**config.mk**
```make
export PLATFORM = sky130hd
export DESIGN_NAME = bpv_ctrl
export DESIGN_NICKNAME = d
export VERILOG_FILES = /design/src/rtl/bpv_pkg.sv /design/src/rtl/bpv_ctrl.sv
export SDC_FILE = /design/constraint.sdc
export NUM_CORES = 1
export LEC_CHECK = 0
export BUFFER_PORTS_ARGS = -buffer_cell sky130_fd_sc_hd__clkbuf_2
export CORE_AREA = 2 2 89 91
export DETAILED_ROUTE_END_ITERATION = 8
export DIE_AREA = 0 0 91 93
export PLACE_DENSITY = 0.77
export SLEW_MARGIN = 20
export SYNTH_ARGS = -nofsm -noshare
export SYNTH_HDL_FRONTEND = slang
export SYNTH_SLANG_ARGS = --single-unit
```
**constraint.sdc**
```tcl
create_clock -name sys_clk -period 4.05 [get_ports sys_clk]
set_clock_uncertainty 0.05 [all_clocks]
set_input_delay 0.81 -clock sys_clk [delete_from_list [all_inputs] [get_ports sys_clk]]
set_output_delay 0.81 -clock sys_clk [all_outputs]
set_load 0.05 [all_outputs]
```
**src/rtl/bpv_pkg.sv**
```systemverilog
// Operation
// - Termination mode enable switches buck six reference to buck five feedback halved.
// - Termination mode disables buck six voltage scaling; target is half of buck five.
// - Buck six starts with or after buck five; same slot means tracking throughout.
// - Later start ramps to tracking-start level first, then follows half of buck five; code ramps to run or standby setpoint instead if that level is zero.
// - Buck five disabled: buck six keeps tracking, both discharge with pull-downs.
// - Buck five re-enabled: it ramps to setpoint, buck six stays at half.
// - Buck six alone disabled: select bit 0 high impedance, 1 pull-down.
// - Buck six alone re-enabled ramps to run or standby setpoint, then tracks; code tracks at once instead with same slot and buck five enabled.
// - Quad phase: bucks one to four form one rail under buck one registers.
// - Triple phase: bucks one to three under buck one; buck four stays single.
// - First pair dual phase: bucks one and two under buck one registers.
// - Every member phase keeps its own phase-shift selection field.
// - First group field: 00 single, 01 dual, 10 quad, 11 triple.
// - Second pair field: 00 single, 01 dual under buck four; others reserved.
// - Quad or triple first group ignores the second pair field.
// - Third pair field: 00 single, 01 dual under buck five; others reserved.
// - Phase-shift fields reset to 111, zero degrees; 000 to 110 are 45-degree steps.
package bpv_pkg;

  localparam int NUM_BUCK = 6;
  localparam int BUCK_ONE = 0;
  localparam int BUCK_TWO = 1;
  localparam int BUCK_THREE = 2;
  localparam int BUCK_FOUR = 3;
  localparam int BUCK_FIVE = 4;
  localparam int BUCK_SIX = 5;
  localparam logic [1:0] GRP_SINGLE = 2'h0;
  localparam logic [1:0] GRP_DUAL = 2'h1;
  localparam logic [1:0] GRP_QUAD = 2'h2;
  localparam logic [1:0] GRP_TRIPLE = 2'h3;
  localparam logic [2:0] PHASE_RESET = 3'h7;
  localparam logic [7:0] SETPOINT_ZERO = 8'h00;
  localparam logic [7:0] RAMP_STEP = 8'h01;
  localparam logic [8:0] RAMP_LIMIT = 9'h101;

  typedef enum {
    BPV_OFF,
    BPV_RAMP_START,
    BPV_RAMP_SETPOINT,
    BPV_TRACK,
    BPV_DISCHARGE
  } bpv_state_t;

  typedef struct packed {
    logic [1:0] first_group_phase_config;
    logic [1:0] second_pair_phase_config;
    logic [1:0] third_pair_phase_config;
    logic termination_disable_pulldown_select;
    logic [7:0] termination_track_start_level;
  } bpv_otp_t;

  // Index of the buck whose registers steer each buck's loop.
  typedef struct packed {
    logic [5:0][2:0] ctrl_src;
  } bpv_group_t;

endpackage

```
**src/rtl/bpv_ctrl.sv**
```systemverilog
`timescale 1ns/10ps
module bpv_ctrl (
  input wire logic sys_clk,
  input wire logic srst,
  input wire logic otp_load,
  input wire bpv_pkg::bpv_otp_t otp_cfg,
  input wire logic termination_mode_enable,
  input wire logic standby_mode,
  input wire logic buck_five_enable,
  input wire logic buck_six_enable,
  input wire logic buck_six_same_slot,
  input wire logic [7:0] buck_five_feedback_code,
  input wire logic [7:0] buck_six_run_setpoint,
  input wire logic [7:0] buck_six_standby_setpoint,
  input wire logic [5:0] phase_wr,
  input wire logic [2:0] phase_wdata,
  output bpv_pkg::bpv_group_t group_ff,
  output logic buck_four_single_ff,
  output logic [5:0][2:0] phase_shift_select_ff,
  output logic track_reference_ff,
  output logic buck_six_dvs_enable_ff,
  output logic [7:0] buck_six_target_ff,
  output logic buck_six_on_ff,
  output logic buck_five_pulldown_ff,
  output logic buck_six_pulldown_ff
);

  // --------------------------------------------------------------
  // Phase grouping
  // --------------------------------------------------------------
  logic otp_done_ff;
  bpv_pkg::bpv_group_t nxt_group;
  logic nxt_four_single;

  always_comb begin
    nxt_group.ctrl_src = '0;
    for (int i = 0; i < bpv_pkg::NUM_BUCK; i++) begin
      nxt_group.ctrl_src[i] = 3'(i);
    end
    nxt_four_single = 1'b1;
    unique case (otp_cfg.first_group_phase_config)
      bpv_pkg::GRP_DUAL: begin
        nxt_group.ctrl_src[bpv_pkg::BUCK_TWO] = 3'(bpv_pkg::BUCK_ONE);
      end
      bpv_pkg::GRP_QUAD: begin
        for (int i = bpv_pkg::BUCK_TWO; i <= bpv_pkg::BUCK_FOUR; i++) begin
          nxt_group.ctrl_src[i] = 3'(bpv_pkg::BUCK_ONE);
        end
        nxt_four_single = 1'b0;
      end
      bpv_pkg::GRP_TRIPLE: begin
        for (int i = bpv_pkg::BUCK_TWO; i <= bpv_pkg::BUCK_THREE; i++) begin
          nxt_group.ctrl_src[i] = 3'(bpv_pkg::BUCK_ONE);
        end
      end
      bpv_pkg::GRP_SINGLE: begin
      end
    endcase
    // Quad and triple override the second pair field entirely.
    if (otp_cfg.first_group_phase_config != bpv_pkg::GRP_QUAD &&
        otp_cfg.first_group_phase_config != bpv_pkg::GRP_TRIPLE &&
        otp_cfg.second_pair_phase_config == bpv_pkg::GRP_DUAL) begin
      nxt_group.ctrl_src[bpv_pkg::BUCK_THREE] = 3'(bpv_pkg::BUCK_FOUR);
      nxt_four_single = 1'b0;
    end
    if (otp_cfg.third_pair_phase_config == bpv_pkg::GRP_DUAL) begin
      nxt_group.ctrl_src[bpv_pkg::BUCK_SIX] = 3'(bpv_pkg::BUCK_FIVE);
    end
  end

  // Fields are captured once after reset; later OTP strobes are ignored.
  always_ff @(posedge sys_clk) begin
    if (srst) begin
      otp_done_ff <= 1'b0;
      group_ff.ctrl_src <= '0;
      buck_four_single_ff <= 1'b1;
    end else if (otp_load && !otp_done_ff) begin
      otp_done_ff <= 1'b1;
      group_ff <= nxt_group;
      buck_four_single_ff <= nxt_four_single;
    end
  end

  logic pdown_sel_ff;
  logic [7:0] track_start_ff;

  always_ff @(posedge sys_clk) begin
    if (srst) begin
      pdown_sel_ff <= 1'b0;
      track_start_ff <= bpv_pkg::SETPOINT_ZERO;
    end else if (otp_load && !otp_done_ff) begin
      pdown_sel_ff <= otp_cfg.termination_disable_pulldown_select;
      track_start_ff <= otp_cfg.termination_track_start_level;
    end
  end

  // --------------------------------------------------------------
  // Phase shift fields
  // --------------------------------------------------------------
  genvar g;
  generate
    for (g = 0; g < bpv_pkg::NUM_BUCK; g++) begin : g_phase
      always_ff @(posedge sys_clk) begin
        if (srst) begin
          phase_shift_select_ff[g] <= bpv_pkg::PHASE_RESET;
        end else if (phase_wr[g]) begin
          phase_shift_select_ff[g] <= phase_wdata;
        end
      end
    end
  endgenerate

  // --------------------------------------------------------------
  // Termination mode sequencing for buck six
  // --------------------------------------------------------------
  bpv_pkg::bpv_state_t state_ff;
  bpv_pkg::bpv_state_t nxt_state;
  logic [7:0] half_five;
  logic [7:0] six_setpoint;
  logic [7:0] nxt_target;

  assign half_five = {1'b0, buck_five_feedback_code[7:1]};
  assign six_setpoint = standby_mode ? buck_six_standby_setpoint : buck_six_run_setpoint;

  function automatic logic [7:0] step_to(input logic [7:0] cur, input logic [7:0] goal);
    if (cur < goal) begin
      step_to = 8'(cur + bpv_pkg::RAMP_STEP);
    end else if (cur > goal) begin
      step_to = 8'(cur - bpv_pkg::RAMP_STEP);
    end else begin
      step_to = cur;
    end
  endfunction

  always_comb begin
    nxt_state = state_ff;
    nxt_target = buck_six_target_ff;
    unique case (state_ff)
      bpv_pkg::BPV_OFF: begin
        nxt_target = bpv_pkg::SETPOINT_ZERO;
        if (buck_six_enable && termination_mode_enable) begin
          if (buck_six_same_slot && buck_five_enable) begin
            nxt_state = bpv_pkg::BPV_TRACK;
          end else if (otp_done_ff && track_start_ff != bpv_pkg::SETPOINT_ZERO && !buck_six_on_ff) begin
            nxt_state = bpv_pkg::BPV_RAMP_START;
          end else begin
            nxt_state = bpv_pkg::BPV_RAMP_SETPOINT;
          end
        end
      end
      bpv_pkg::BPV_RAMP_START: begin
        nxt_target = step_to(buck_six_target_ff, track_start_ff);
        if (buck_six_target_ff == track_start_ff) begin
          nxt_state = bpv_pkg::BPV_TRACK;
        end
      end
      bpv_pkg::BPV_RAMP_SETPOINT: begin
        nxt_target = step_to(buck_six_target_ff, six_setpoint);
        if (buck_six_target_ff == six_setpoint) begin
          nxt_state = bpv_pkg::BPV_TRACK;
        end
      end
      bpv_pkg::BPV_TRACK: begin
        // Tracking continues through buck five off and back on.
        nxt_target = half_five;
      end
      bpv_pkg::BPV_DISCHARGE: begin
        nxt_target = bpv_pkg::SETPOINT_ZERO;
        nxt_state = bpv_pkg::BPV_OFF;
      end
    endcase
    if (state_ff != bpv_pkg::BPV_OFF && state_ff != bpv_pkg::BPV_DISCHARGE &&
        (!buck_six_enable || !termination_mode_enable)) begin
      nxt_state = bpv_pkg::BPV_DISCHARGE;
    end
  end

  always_ff @(posedge sys_clk) begin
    if (srst) begin
      state_ff <= bpv_pkg::BPV_OFF;
      buck_six_target_ff <= bpv_pkg::SETPOINT_ZERO;
    end else begin
      state_ff <= nxt_state;
      buck_six_target_ff <= nxt_target;
    end
  end

  // Remembers that buck six has run, so a later enable is a re-enable.
  always_ff @(posedge sys_clk) begin
    if (srst) begin
      buck_six_on_ff <= 1'b0;
    end else if (nxt_state == bpv_pkg::BPV_TRACK) begin
      buck_six_on_ff <= 1'b1;
    end
  end

  always_ff @(posedge sys_clk) begin
    if (srst) begin
      track_reference_ff <= 1'b0;
      buck_six_dvs_enable_ff <= 1'b1;
    end else begin
      track_reference_ff <= (nxt_state == bpv_pkg::BPV_TRACK);
      buck_six_dvs_enable_ff <= !termination_mode_enable;
    end
  end

  always_ff @(posedge sys_clk) begin
    if (srst) begin
      buck_five_pulldown_ff <= 1'b0;
      buck_six_pulldown_ff <= 1'b0;
    end else begin
      buck_five_pulldown_ff <= termination_mode_enable && !buck_five_enable;
      if (termination_mode_enable && !buck_five_enable) begin
        buck_six_pulldown_ff <= 1'b1;
      end else begin
        buck_six_pulldown_ff <= !buck_six_enable && pdown_sel_ff;
      end
    end
  end

  // --------------------------------------------------------------
  // Checks
  // --------------------------------------------------------------
  a_track_half: assert property (@(posedge sys_clk) disable iff (srst)
    state_ff == bpv_pkg::BPV_TRACK && $stable(half_five) |=> buck_six_target_ff == $past(half_five))
    else $error("Buck six target not half of buck five.");
  a_track_ref: assert property (@(posedge sys_clk) disable iff (srst)
    track_reference_ff |-> state_ff == bpv_pkg::BPV_TRACK)
    else $error("Tracking reference outside tracking state.");
  a_dvs_off: assert property (@(posedge sys_clk) disable iff (srst)
    termination_mode_enable |=> !buck_six_dvs_enable_ff)
    else $error("Voltage scaling left on in termination mode.");
  a_same_slot: assert property (@(posedge sys_clk) disable iff (srst)
    state_ff == bpv_pkg::BPV_OFF && buck_six_enable && termination_mode_enable && buck_six_same_slot
    && buck_five_enable |=> state_ff == bpv_pkg::BPV_TRACK)
    else $error("Same slot start did not track at once.");
  a_ramp_start: assert property (@(posedge sys_clk) disable iff (srst)
    state_ff == bpv_pkg::BPV_RAMP_START && buck_six_target_ff != track_start_ff
    && buck_six_enable && termination_mode_enable |=> state_ff == bpv_pkg::BPV_RAMP_START)
    else $error("Tracking began before start level.");
  a_five_off_pd: assert property (@(posedge sys_clk) disable iff (srst)
    termination_mode_enable && !buck_five_enable |=> buck_five_pulldown_ff && buck_six_pulldown_ff)
    else $error("Pull-downs not engaged with buck five off.");
  a_six_off_pd: assert property (@(posedge sys_clk) disable iff (srst)
    !buck_six_enable && buck_five_enable |=> buck_six_pulldown_ff == pdown_sel_ff)
    else $error("Buck six disable pull-down mismatch.");
  a_reset_phase: assert property (@(posedge sys_clk)
    srst |=> phase_shift_select_ff[0] == bpv_pkg::PHASE_RESET)
    else $error("Phase field reset value wrong.");
  a_group_static: assert property (@(posedge sys_clk) disable iff (srst)
    otp_done_ff |=> $stable(group_ff))
    else $error("Group configuration changed after load.");

  // --------------------------------------------------------------
  // Grouping and phase write checks
  // --------------------------------------------------------------
  // The grouping ones look only at the capture cycle, since the fields are static afterwards.
  a_quad_group: assert property (@(posedge sys_clk) disable iff (srst)
    otp_load && !otp_done_ff && otp_cfg.first_group_phase_config == bpv_pkg::GRP_QUAD
    |=> group_ff.ctrl_src[bpv_pkg::BUCK_FOUR] == 3'(bpv_pkg::BUCK_ONE) && !buck_four_single_ff)
    else $error("Quad grouping not under buck one.");
  a_triple_group: assert property (@(posedge sys_clk) disable iff (srst)
    otp_load && !otp_done_ff && otp_cfg.first_group_phase_config == bpv_pkg::GRP_TRIPLE
    |=> group_ff.ctrl_src[bpv_pkg::BUCK_THREE] == 3'(bpv_pkg::BUCK_ONE) && buck_four_single_ff)
    else $error("Triple grouping wrong or buck four not single.");
  a_dual_group: assert property (@(posedge sys_clk) disable iff (srst)
    otp_load && !otp_done_ff && otp_cfg.first_group_phase_config == bpv_pkg::GRP_DUAL
    |=> group_ff.ctrl_src[bpv_pkg::BUCK_TWO] == 3'(bpv_pkg::BUCK_ONE))
    else $error("First pair dual grouping not under buck one.");
  a_second_pair: assert property (@(posedge sys_clk) disable iff (srst)
    otp_load && !otp_done_ff && otp_cfg.first_group_phase_config == bpv_pkg::GRP_SINGLE
    && otp_cfg.second_pair_phase_config == bpv_pkg::GRP_DUAL
    |=> group_ff.ctrl_src[bpv_pkg::BUCK_THREE] == 3'(bpv_pkg::BUCK_FOUR))
    else $error("Second pair dual grouping not under buck four.");
  a_second_ignored: assert property (@(posedge sys_clk) disable iff (srst)
    otp_load && !otp_done_ff && otp_cfg.first_group_phase_config == bpv_pkg::GRP_QUAD
    |=> group_ff.ctrl_src[bpv_pkg::BUCK_THREE] == 3'(bpv_pkg::BUCK_ONE))
    else $error("Second pair field not overridden.");
  a_third_pair: assert property (@(posedge sys_clk) disable iff (srst)
    otp_load && !otp_done_ff && otp_cfg.third_pair_phase_config == bpv_pkg::GRP_DUAL
    |=> group_ff.ctrl_src[bpv_pkg::BUCK_SIX] == 3'(bpv_pkg::BUCK_FIVE))
    else $error("Third pair dual grouping not under buck five.");
  a_third_reserved: assert property (@(posedge sys_clk) disable iff (srst)
    otp_load && !otp_done_ff && otp_cfg.third_pair_phase_config != bpv_pkg::GRP_DUAL
    |=> group_ff.ctrl_src[bpv_pkg::BUCK_SIX] == 3'(bpv_pkg::BUCK_SIX))
    else $error("Reserved third pair code not single.");
  a_phase_write: assert property (@(posedge sys_clk) disable iff (srst)
    phase_wr[bpv_pkg::BUCK_ONE] |=> phase_shift_select_ff[bpv_pkg::BUCK_ONE] == $past(phase_wdata))
    else $error("Phase field write lost.");

  // --------------------------------------------------------------
  // Sequencer checks
  // --------------------------------------------------------------
  // A ramp spans at most the full code range plus the compare cycle.
  // Anything longer means the goal moved away or the sequencer is stuck.
  logic [8:0] ramp_cnt_ff;

  always_ff @(posedge sys_clk) begin
    if (srst) begin
      ramp_cnt_ff <= '0;
    end else if (state_ff == bpv_pkg::BPV_RAMP_START || state_ff == bpv_pkg::BPV_RAMP_SETPOINT) begin
      ramp_cnt_ff <= ramp_cnt_ff + 9'h001;
    end else begin
      ramp_cnt_ff <= '0;
    end
  end

  a_ramp_bounded: assert property (@(posedge sys_clk) disable iff (srst)
    ramp_cnt_ff <= bpv_pkg::RAMP_LIMIT)
    else $error("Buck six ramp did not finish.");
  a_ramp_moves: assert property (@(posedge sys_clk) disable iff (srst)
    state_ff == bpv_pkg::BPV_RAMP_START && buck_six_target_ff != track_start_ff
    && buck_six_enable && termination_mode_enable |=> buck_six_target_ff != $past(buck_six_target_ff))
    else $error("Start level ramp stalled.");
  a_reenable_ramp: assert property (@(posedge sys_clk) disable iff (srst)
    state_ff == bpv_pkg::BPV_RAMP_SETPOINT && buck_six_target_ff != six_setpoint
    && buck_six_enable && termination_mode_enable |=> !track_reference_ff)
    else $error("Tracking resumed before setpoint reached.");
  a_five_off_track: assert property (@(posedge sys_clk) disable iff (srst)
    state_ff == bpv_pkg::BPV_TRACK && buck_six_enable && termination_mode_enable && !buck_five_enable
    |=> track_reference_ff)
    else $error("Buck six stopped tracking with buck five off.");
  a_discharge_zero: assert property (@(posedge sys_clk) disable iff (srst)
    state_ff == bpv_pkg::BPV_DISCHARGE |=> state_ff == bpv_pkg::BPV_OFF
    && buck_six_target_ff == bpv_pkg::SETPOINT_ZERO)
    else $error("Buck six target not cleared on disable.");
  a_dvs_restore: assert property (@(posedge sys_clk) disable iff (srst)
    !termination_mode_enable |=> buck_six_dvs_enable_ff)
    else $error("Voltage scaling not restored outside termination mode.");

  c_track: cover property (@(posedge sys_clk) disable iff (srst) state_ff == bpv_pkg::BPV_TRACK);
  c_ramp: cover property (@(posedge sys_clk) disable iff (srst)
    state_ff == bpv_pkg::BPV_RAMP_START ##1 state_ff == bpv_pkg::BPV_TRACK);
  c_reenable: cover property (@(posedge sys_clk) disable iff (srst)
    state_ff == bpv_pkg::BPV_RAMP_SETPOINT ##1 state_ff == bpv_pkg::BPV_TRACK);
  c_five_off: cover property (@(posedge sys_clk) disable iff (srst)
    state_ff == bpv_pkg::BPV_TRACK && buck_five_pulldown_ff && buck_six_pulldown_ff);
  c_six_pulldown: cover property (@(posedge sys_clk) disable iff (srst)
    buck_six_pulldown_ff && !buck_five_pulldown_ff);

endmodule

```
; ---- Word level (Yosys, flattened, before mapping)
; Index checks and enable logic that the tools add are counted.
[classes]
muxes = 21
n_reduce_logical = 24
eq_ne = 17
add_sub_neg = 2
n_lt_le_gt_ge = 4
[op_table]
columns = operator, n
row1 = 32-bit 2-to-1 mux, 4
row2 = 32-bit case mux with 4 select lines, 1
row3 = "32-bit by 2-bit == test with 1-bit output, second input constant", 2
row4 = "32-bit by 3-bit == test with 1-bit output, second input constant", 2
row5 = 8-bit 2-to-1 mux, 5
row6 = "32-bit by 1-bit == test with 1-bit output, second input constant", 1
row7 = 32-bit logical NOT, 1
row8 = "32-bit by 4-bit != test with 1-bit output, second input constant", 1
row9 = 8-bit case mux with 4 select lines, 1
row10 = 32-bit nonzero test, 1
row11 = 8-bit == test, 2
row12 = 8-bit greater-than comparator, 2
row13 = 8-bit < comparator, 2
row14 = 1-bit logical AND, 11
row15 = "8-bit by 1-bit adder with 8-bit output, second input constant", 1
row16 = 2-bit 2-to-1 mux, 4
row17 = 8-bit nonzero test, 1
row18 = "8-bit by 1-bit subtractor with 8-bit output, second input constant", 1
row19 = "2-bit by 1-bit == test with 1-bit output, second input constant", 3
row20 = "3-bit != test, second input constant", 2
row21 = 1-bit logical NOT, 5
row22 = 1-bit 2-to-1 mux, 5
row23 = "2-bit == test, second input constant", 2
row24 = "2-bit != test, second input constant", 2
row25 = 5 further kinds, 6
[totals]
wordCells = 89
output_inout_bits = 50
in_bits = 56
register_bits = 86

; ---- Logic depth before layout (Yosys ltp)
; Gate-level depths: netlist (run 1).
[logic_depth]
ltp_word = 9
ltp_mapped = 10

; ---- Least setup slack after synthesis (run 1)
; No wires, ideal clock.
[synth_path]
path_type = input port to flip-flop
from = input standby_mode
to = register buck_six_target_ff[1]
cell_stages = 8
t_arrival_ps = 3139
setup_slack_ps = 725
path_cell_list = clkbuf_1 mux2i_1 ha_1 a2111oi_1 a32oi_4 a221o_1 a221oi_1 a211oi_1
[synth_between]
elab_chain_cells = 4
word_cells_on_any_way = 7
[synth_lines]
columns = element, line_no
row1 = from (decl), bpv_ctrl.sv:8  ; input wire logic standby_mode,
row2 = 8-bit 2-to-1 mux (*), bpv_ctrl.sv:123  ; assign six_setpoint = standby_mode ? buck_six_standby_setpoint : buck_six_run_setpoint;
row3 = 8-bit < comparator or 8-bit greater-than comparator (tied branches), "bpv_ctrl.sv:126, bpv_ctrl.sv:128"
row4 = 8-bit 2-to-1 mux or 3-bit != test (tied branches), -
row5 = 8-bit case mux with 4 select lines or 2-bit AND reduction (tied branches), -
row6 = to (signal assigned), bpv_ctrl.sv:181  ; buck_six_target_ff <= bpv_pkg::SETPOINT_ZERO;
row7 = to (signal assigned), bpv_ctrl.sv:184  ; buck_six_target_ff <= nxt_target;
row8 = to (decl), bpv_ctrl.sv:22  ; output logic [7:0] buck_six_target_ff,
; Every way passes the cells marked *; elsewhere a longest branch is shown, timed or not.
; A chain may end at the register's enable or synchronous reset.

; ---- Final worst setup path (run 1)
[layout_path]
from = input standby_mode
to = register buck_six_target_ff[5]
; Same word-level chain as after synthesis.

==> run metrics, run 1 <==
Mapped Area=3760 sq um; clock root buffer=clkbuf_8; Setup Buffers After CTS=0; WP data arrival=3.29 ns; H-tree lvl count=3; share of layout cells above drive strength 1=23.5%; Nets=567; gp weighted congestion=0.873; CTS buffer count=9; Placement Cell Area=~4200 sq um; Placement Rows=32; leading cell type by number of instances after synthesis=dfxtp_1; Worst Setup End Kind=register; I/O pins=106; DRC=0; initial antenna violation count=0; clock slew at reported path FFs=~0.080 ns; Detailed Route WL=8470 um; port buffer count=94; Synth cell types=54; TritonCTS clock tree=done; cells after synthesis=405; top area cells in the synthesized netlist=dfxtp_1 (42%), mux2i_1 (9.8%), ha_1 (6.0%), and2_1 (5.0%), nand2_1 (4.6%); clock net sink count=79; f_max=323 MHz; Crit path required time=4.25 ns; FF+latch count, synth=79; max-cap violations=0; DRT Pass-1 Iters=4; Hold Path Class=reg -> reg; Post-synth EDFFs=0; Synth Flop Type=dfxtp_1; ys async rst share=0%; Post-DRT Antenna Nets=0; register area share after synthesis=42.0%; Avg Cell Area, Syn=9.29 sq um; Yosys top cell area share=42.0%; Post-synth top cells=dfxtp_1 (79), nand2_1 (46), mux2i_1 (37), and2_1 (30), inv_1 (21); Yosys top cell by area=dfxtp_1; total grt overflow=0; largest net degree at the start of global routing=30; Worst Reg2Reg Path Length in Cells=8; worst rel slew slack=42.6%; Synth warnings=0; unrepaired setup endpoints after global routing=no; power per cell area=515 nW/um^2; Die Y=93 um; Startpoint Class=input pin; Design Area, Final=around 4500 sq um; Crit Path Class=in -> reg; die area=between 8000 and 9000 sq um; DP HPWL=6340 um; Worst Hold Launch=state_ff[12]; static leakage=0.00205 uW; drt wl/cell=14.1 um; # diodes=0; Setup TNS=0 ns; Peak VDD IR=between 0.2 and 0.3 mV; vias post-DR=3,175; hold depth=1; endpoints failing setup=0; final hold vios=0; Slew Limit Fails=0; vias in the first global route=3,093; Crit Reg-Reg Startpoint=buck_six_target_ff[3]; critical path peak fanout=9; gr usage total=20.6%; clock latency on the worst-skew pair=about 0.35 ns; reg2reg setup slack=around 1.2 ns; Worst Max-Slew Pin Slew=0.859 ns; status=complete, no violations; minimum clock period=3.09 ns; Clock Path Buffers=2; hold slack=0.415 ns; chip width=91 um; crit share post-route=76.4%; hold_buf cts=0; R2R Path End=buck_six_target_ff[5]; Initial Util=50.0%; Vias/cell=between 5 and 6; post-CTS sizing=0; hold endpoint=state_ff[12]; P&R area growth vs syn=18.6%; Core Region=approximately 7500 sq um; 1st-iter DRT viols=150; global-route wire length before repair=between 10,000 and 15,000 um
## layer usage
layer	global-route usage [%]	wire length, um	vias to the layer above
met5	0	0	-
met4	7.07	117	0
met3	5.40	602	13
met2	34.8	3980	109
met1	25.6	3770	1456
li1	-	-	1597
## worst max-delay path: stages
cell,delay [ns]
clkbuf_2,0.23
mux2_2,0.37
ha_1,0.18
nor2b_1,0.11
o21bai_1,0.10
a32oi_4,0.46
nand2b_1,0.19
a211oi_4,0.50
a21oi_1,0.10
o32ai_1,0.23
## how the worst max path moves through the flow
| stage | start | endpoint | slack (ns) |
|---|---|---|---|
| 2_1_floorplan | standby_mode | buck_six_target_ff[1] | 0.73 |
| 3_3_place_gp | standby_mode | buck_six_target_ff[1] | 0.65 |
| 5_1_grt | standby_mode | buck_six_target_ff[0] | 0.66 |
| 3_5_place_dp | standby_mode | buck_six_target_ff[5] | 0.63 |
| 6_report | standby_mode | buck_six_target_ff[5] | 0.96 |
| 4_1_cts | standby_mode | buck_six_target_ff[0] | 0.98 |
## cells by family after synthesis
kind of cell	after synthesis	share of synthesized area, %
compound gates	70	14.3
xor+xnor	4	0.932
fa+ha+maj	18	5.99
buf+inv	48	6.19
flops	79	42.0
mux	38	10.1
other cells	1	0.0997
simple gates	147	20.3
## area by class of cell
class,count,area [sq um]
fillers,685,3070
multi-input cells,287,1980
flip-flops and latches,79,1580
repair buffers,95,478
clock buffers,11,131
well taps,102,128
clock inverters,5,81.3
inverters,21,78.8
## layout by cell type (no fill, tap or decap), drive strengths merged, types with 7 or more instances in the layout
| master | count |
|---|---|
| nand2 | 47 |
| and2 | 30 |
| a221oi | 7 |
| dfxtp | 79 |
| nor2 | 17 |
| ha | 18 |
| inv | 22 |
| o21ai | 8 |
| clkbuf | 105 |
| nand4 | 7 |
| nor4 | 8 |
| a21oi | 20 |
| mux2i | 37 |
| nor3 | 9 |
| conb | 10 |
## state kept, by name, summed over array words and instances (netlist names)
signal / flops
buck_four_single_ff: 1
pdown_sel_ff: 1
track_reference_ff: 1
buck_six_target_ff: 8
track_start_ff: 8
buck_six_dvs_enable_ff: 1
phase_shift_select_ff: 18
buck_six_on_ff: 1
buck_six_pulldown_ff: 1
group_ff: 6
state_ff: 32
buck_five_pulldown_ff: 1
## report_power, final
group	switching, uW	internal, uW	leakage (uW)
Clock	277	349	0.000104
Combinational	488	291	0.00131
Sequential	69.8	821	0.000645
## through the flow
stage | total power, uW | setup WS, ns | util [%] | cells
5_1_grt | 2420 | 0.665 | 59.2 | 600
3_3_place_gp | 1660 | 0.649 | 56.4 | 584
4_1_cts | 2310 | 0.981 | 59.2 | 600
2_1_floorplan | 1510 | 0.725 | - | 414
6_report | 2300 | 0.956 | 59.2 | 600
3_5_place_dp | 1680 | 0.627 | 56.4 | 584
Power figures use the tool's default switching activity.
==> run 2, diff against run 1 <==
- clock period: 4.05 -> 3.1 ns (I/O delays scaled with it)
==> run 2 against run 1 <==
Effect of this change:
- first-iteration DRC count is 15% higher
- final cell count is 1.5% higher
- worst hold slack worse by 0.0050 ns
- die area stayed put
- non-clock buffer count is 9 higher
- sequential power is 29% higher
- register-to-register slack worse by 0.86 ns
- combinational power is 34% higher
- power is 29% higher
- critical endpoint is now buck_six_target_ff[2]
==> run metrics, run 2 (synthesis results as in run 1) <==
# diodes=0; drt wl/cell=13.3 um; die area=between 8000 and 9000 sq um; gp weighted congestion=roughly 0.9; register name with the most flops=state_ff; Startpoint Class=register; Net Switching=1110 uW; Clk network pwr share=25.7%; CTS buffer count=9; Max Used Layer=met4; commonest non-fill, non-tap cells in the layout=clkbuf_2 (94), dfxtp_1 (79), nand2_1 (46); Placement Cell Area=4330 sq um; largest net degree at the start of global routing=30; vias in the first global route=about 3,000; cell count after placement=593; Power Internal=1850 uW; final hold vios=0; gr usage total=between 10% and 20%; Crit Path Class=reg -> reg; Tot Pwr=2960 uW; port buffer count=between 90 and 100; P&R area growth vs syn=20.4%; Die Y=between 90 and 100 um; met2 WL=between 3000 and 4000 um; H-tree lvl count=3; Setup Buffers After CTS=0; DP HPWL=approximately 6200 um; Worst Setup End Kind=register; CP Buf/Inv Count=0; endpoints failing setup=0; max-cap violations=0; status=complete, no violations; worst rel slew slack=55.1%; clock latency on the worst-skew pair=around 0.34 ns; Crit path required time=3.31 ns; Nets=576; total grt overflow=0; commonest non-fill, non-tap cell in the layout=clkbuf_2; critical path peak fanout=9; crit-path max cell delay=~0.50 ns; met3 routed WL=467 um; Post-DRT Antenna Nets=0; Sw Ratio=37.5%; crit share post-route=between 80% and 90%; biggest regs=state_ff: 32 flops, phase_shift_select_ff: 18 flops; Seq pwr share=38.9%; worst-path cell chain=ha_1 > nand4_1 > o21bai_1 > a32oi_4 > nand2_2 > a211o_1 > o2bb2ai_1 > a221oi_2; Slew Limit Fails=0; I/O pins=between 100 and 150; clock root buffer=clkbuf_8; initial antenna violation count=0; post-CTS sizing=0; Initial Util=50.0%; clock slew at reported path FFs=0.09 ns; TritonCTS clock tree=done; Peak VDD IR=0.342 mV; slowest library cell on the worst path=a32oi_4; crit-path leading delay family=compound AO/OA/AOI/OAI gates; DRT Pass-1 Iters=4; Worst Max-Slew Pin Slew=0.672 ns; Comb power frac=between 30% and 40%; Finished Layout Cells=609; 1st-iter DRT viols=173; minimum clock period=2.74 ns; Core Region=about 7500 sq um; Placement Rows=32; Setup TNS=0 ns; global-route wire length before repair=13,700 um; WP data arrival=just under 3 ns; routed length on met1=3730 um; f_max=365 MHz; Design Area, Final=4530 sq um; power per cell area=653 nW/um^2; Hold Path Class=in -> reg; Detailed Route WL=a little over 8000 um; chip width=between 90 and 100 um; share of layout cells above drive strength 1=around a quarter; Vias/cell=5.30; hold_buf cts=0; vias post-DR=3,227; Clock Path Buffers=2; max FFs per register=32; static leakage=roughly 0.0021 uW; DRC=0; Finished Core Util=60.2%; unrepaired setup endpoints after global routing=no; clock net sink count=79
run 2: cell count changes in the layout (fill, tap and decap cells not counted), sizes merged:
cell / before / now
buf: 1 / 10
bufinv: 2 / 1
clkbuf: 105 / 103
clkinvlp: 1 / 3
inv: 22 / 23
run 2: path summary, 6_finish.rpt:
kind | from | end | slack (ns) | cells after the start
setup / recovery | buck_six_target_ff[5] | buck_six_target_ff[2] | 0.36 | 8
setup reg to reg | buck_six_target_ff[5] | buck_six_target_ff[2] | 0.36 | 8
hold / removal | buck_five_enable | buck_five_pulldown_ff | 0.41 | 2
hold reg to reg | group_ff[6] | group_ff[6] | 0.41 | 2
run 2: layer usage:
metal	GRT usage, %	vias to the layer above
met1	26.1	1479
met4	7.20	0
li1	-	1612
met2	31.7	123
met3	4.59	13
met5	0	-
run 2: power groups by stage:
stage | clock (uW) | combinational [uW] | sequential [uW]
after floorplan | 0 | 659 | 1310
after CTS | 784 | 1050 | 1150
final | 761 | 1040 | 1150
after detailed placement | 0 | 1040 | 1170
after global placement | 0 | 1010 | 1170
after global routing | 832 | 1140 | 1160
run 2: worst register-to-register path: cells and delay by family, from the launching register on:
kind                       cells  cell delay [ns]
and+or+nand+nor                2             0.27
adders and majority gates      1             0.36
DFF                            1             0.41
AOI/OAI and AO/OA              5             1.56
run 2: area by class of cell:
type	count	area (sq um)
Multi-Input combinational cell	287	1980
Inverter	21	78.8
Clock inverter	7	78.8
Clock buffer	9	124
Sequential cell	79	1580
Timing Repair Buffer	104	558
Tap cell	102	128
Fill cell	668	3000
run 2: through the flow:
step	hold slack (ns)	setup WS [ns]
after floorplan	0.376	0.126
after global placement	0.392	0.0915
after detailed placement	0.396	0.0615
after CTS	0.390	0.370
after global routing	0.397	0.199
final	0.410	0.364
==> run 3, diff against run 2 <==
--- a/config.mk
+++ b/config.mk
@@ -11,3 +11,3 @@
 export DIE_AREA = 0 0 91 93
-export PLACE_DENSITY = 0.77
+export PLACE_DENSITY = 0.73
 export SLEW_MARGIN = 20
--- a/constraint.sdc
+++ b/constraint.sdc
@@ -4,2 +4,2 @@
 set_output_delay 0.62 -clock sys_clk [all_outputs]
-set_load 0.05 [all_outputs]
+set_load 0.005 [all_outputs]
==> run 3 against run 2 <==
Effect of this change:
- worst hold slack lost 0.0078 ns
- design area up 1.1%
- worst setup slack better by 0.0061 ns
- largest cell class unchanged
- critical path type unchanged
- critical path depth did not move
- clock power grew 19%
- combinational power down 17%
- global-route usage up 1.1 points
- utilization grew 0.66 points
- die area stayed put
==> run metrics, run 3 (synthesis results as in run 1) <==
status=complete, no violations; vias post-DR=3,173; Worst Max-Slew Pin Slew=0.877 ns; Clock Path Buffers=2; Worst Setup End Kind=register; final hold vios=0; Vias/cell=5.19; Post-DRT Antenna Nets=0; gr usage total=20.8%; Nets=approximately 580; I/O pins=~110; Crit path required time=3.32 ns; Placement Rows=32; power per cell area=around 640 nW/um^2; # diodes=0; gp weighted congestion=between 0.9 and 1; critical path peak fanout=9; Setup TNS=0 ns; WP data arrival=2.95 ns; minimum clock period=2.73 ns; slowest library cell on the worst path=a2111oi_1; unrepaired setup endpoints after global routing=no; Core Region=7530 sq um; vias in the first global route=3,019; post-CTS sizing=0; Setup Buffers After CTS=0; DP HPWL=6220 um; initial antenna violation count=0; die area=8460 sq um; f_max=roughly 370 MHz; Crit Path Class=reg -> reg; Hold Path Class=in -> reg; Design Area, Final=around 4600 sq um; max FFs per register=32; clock root buffer=clkbuf_8; H-tree lvl count=3; port buffer count=94; total grt overflow=0; P&R area growth vs syn=21.8%; clock latency on the worst-skew pair=0.35 ns; Tot Pwr=2930 uW; TritonCTS clock tree=done; Placement Cell Area=4340 sq um; max-cap violations=0; crit-path max cell delay=between 0.5 and 0.6 ns; chip width=91 um; clock slew at reported path FFs=0.08 ns; filler instances=~700; CTS buffer count=9; endpoints failing setup=0; commonest non-fill, non-tap cells in the layout=clkbuf_2 (94), dfxtp_1 (79), nand2_1 (46); register name with the most flops=state_ff; clock net sink count=79; Detailed Route WL=8490 um; DRC=0; drt wl/cell=13.9 um; commonest non-fill, non-tap cell in the layout=clkbuf_2; worst rel slew slack=41.4%; 1st-iter DRT viols=123; crit share post-route=88.1%; share of layout cells above drive strength 1=25.1%; Startpoint Class=register; Die Y=93 um; worst-path cell chain=ha_1 > a2111oi_1 > a32oi_4 > nand2_2 > a211o_1 > buf_4 > o21ai_0 > a31oi_1; biggest regs=state_ff: 32 flops, phase_shift_select_ff: 18 flops; hold_buf cts=0; static leakage=between 0.002 and 0.0025 uW; DRT Pass-1 Iters=4; Peak VDD IR=0.347 mV; global-route wire length before repair=14,100 um; largest net degree at the start of global routing=30; Initial Util=50.0%; Slew Limit Fails=0
run 3: cell count changes in the layout (fill, tap and decap cells not counted):
cell	previous run	this run
buf_4	9	11
bufinv_16	1	3
clkbuf_1	0	2
clkinvlp_4	3	1
inv_6	2	0
run 3: routing by layer:
layer  GRT usage, %  wire, um  up-vias
met5              0         0        -
li1               -         -     1617
met4           6.44        93        0
met1           25.8      3890     1474
met3           5.48       398       10
met2           35.6      4110       72
run 3: layout make-up:
class                      count  area [sq um]  area share (%)
timing repair buffer         106           573            12.5
clock buffer                  11           131            2.87
sequential                    79          1580            34.5
multi-input combinational    287          1980            43.3
clock inverter                 5           106            2.32
tap                          102           128            2.79
inverter                      21          78.8            1.72
run 3: critical path, delay by kind of cell (launching register included):
family	cells	cell delay [ns]
AO/OA/AOI/OAI	5	1.41
adder cells (fa/ha/maj)	1	0.32
buffers and inverters	1	0.15
flip-flops	1	0.52
AND/OR/NAND/NOR	1	0.20
run 3: path summary, 6_finish.rpt:
path                          from                    end  slack (ns)  cells past startpoint
max          buck_six_target_ff[5]  buck_six_target_ff[6]        0.37                      8
max reg2reg  buck_six_target_ff[5]  buck_six_target_ff[6]        0.37                      8
min               buck_five_enable  buck_five_pulldown_ff        0.40                      2
min reg2reg            group_ff[6]            group_ff[6]        0.41                      2
run 3: metrics by stage:
| stage | hold slack [ns] | util, % | instances | setup slack (ns) |
|---|---|---|---|---|
| after global routing | 0.391 | 60.8 | 611 | 0.193 |
| after floorplan | 0.376 | - | 414 | 0.126 |
| final | 0.402 | 60.8 | 611 | 0.370 |
| after global placement | 0.392 | 57.7 | 595 | 0.117 |
| after detailed placement | 0.394 | 57.7 | 595 | 0.106 |
| after CTS | 0.390 | 60.8 | 611 | 0.369 |
run 3: power breakdown:
| group | switching, uW | internal, uW | total, uW |
|---|---|---|---|
| registers | 78.7 | 1070 | 1150 |
| logic | 463 | 403 | 866 |
| clock network | 372 | 537 | 909 |
| total | 914 | 2010 | 2930 |
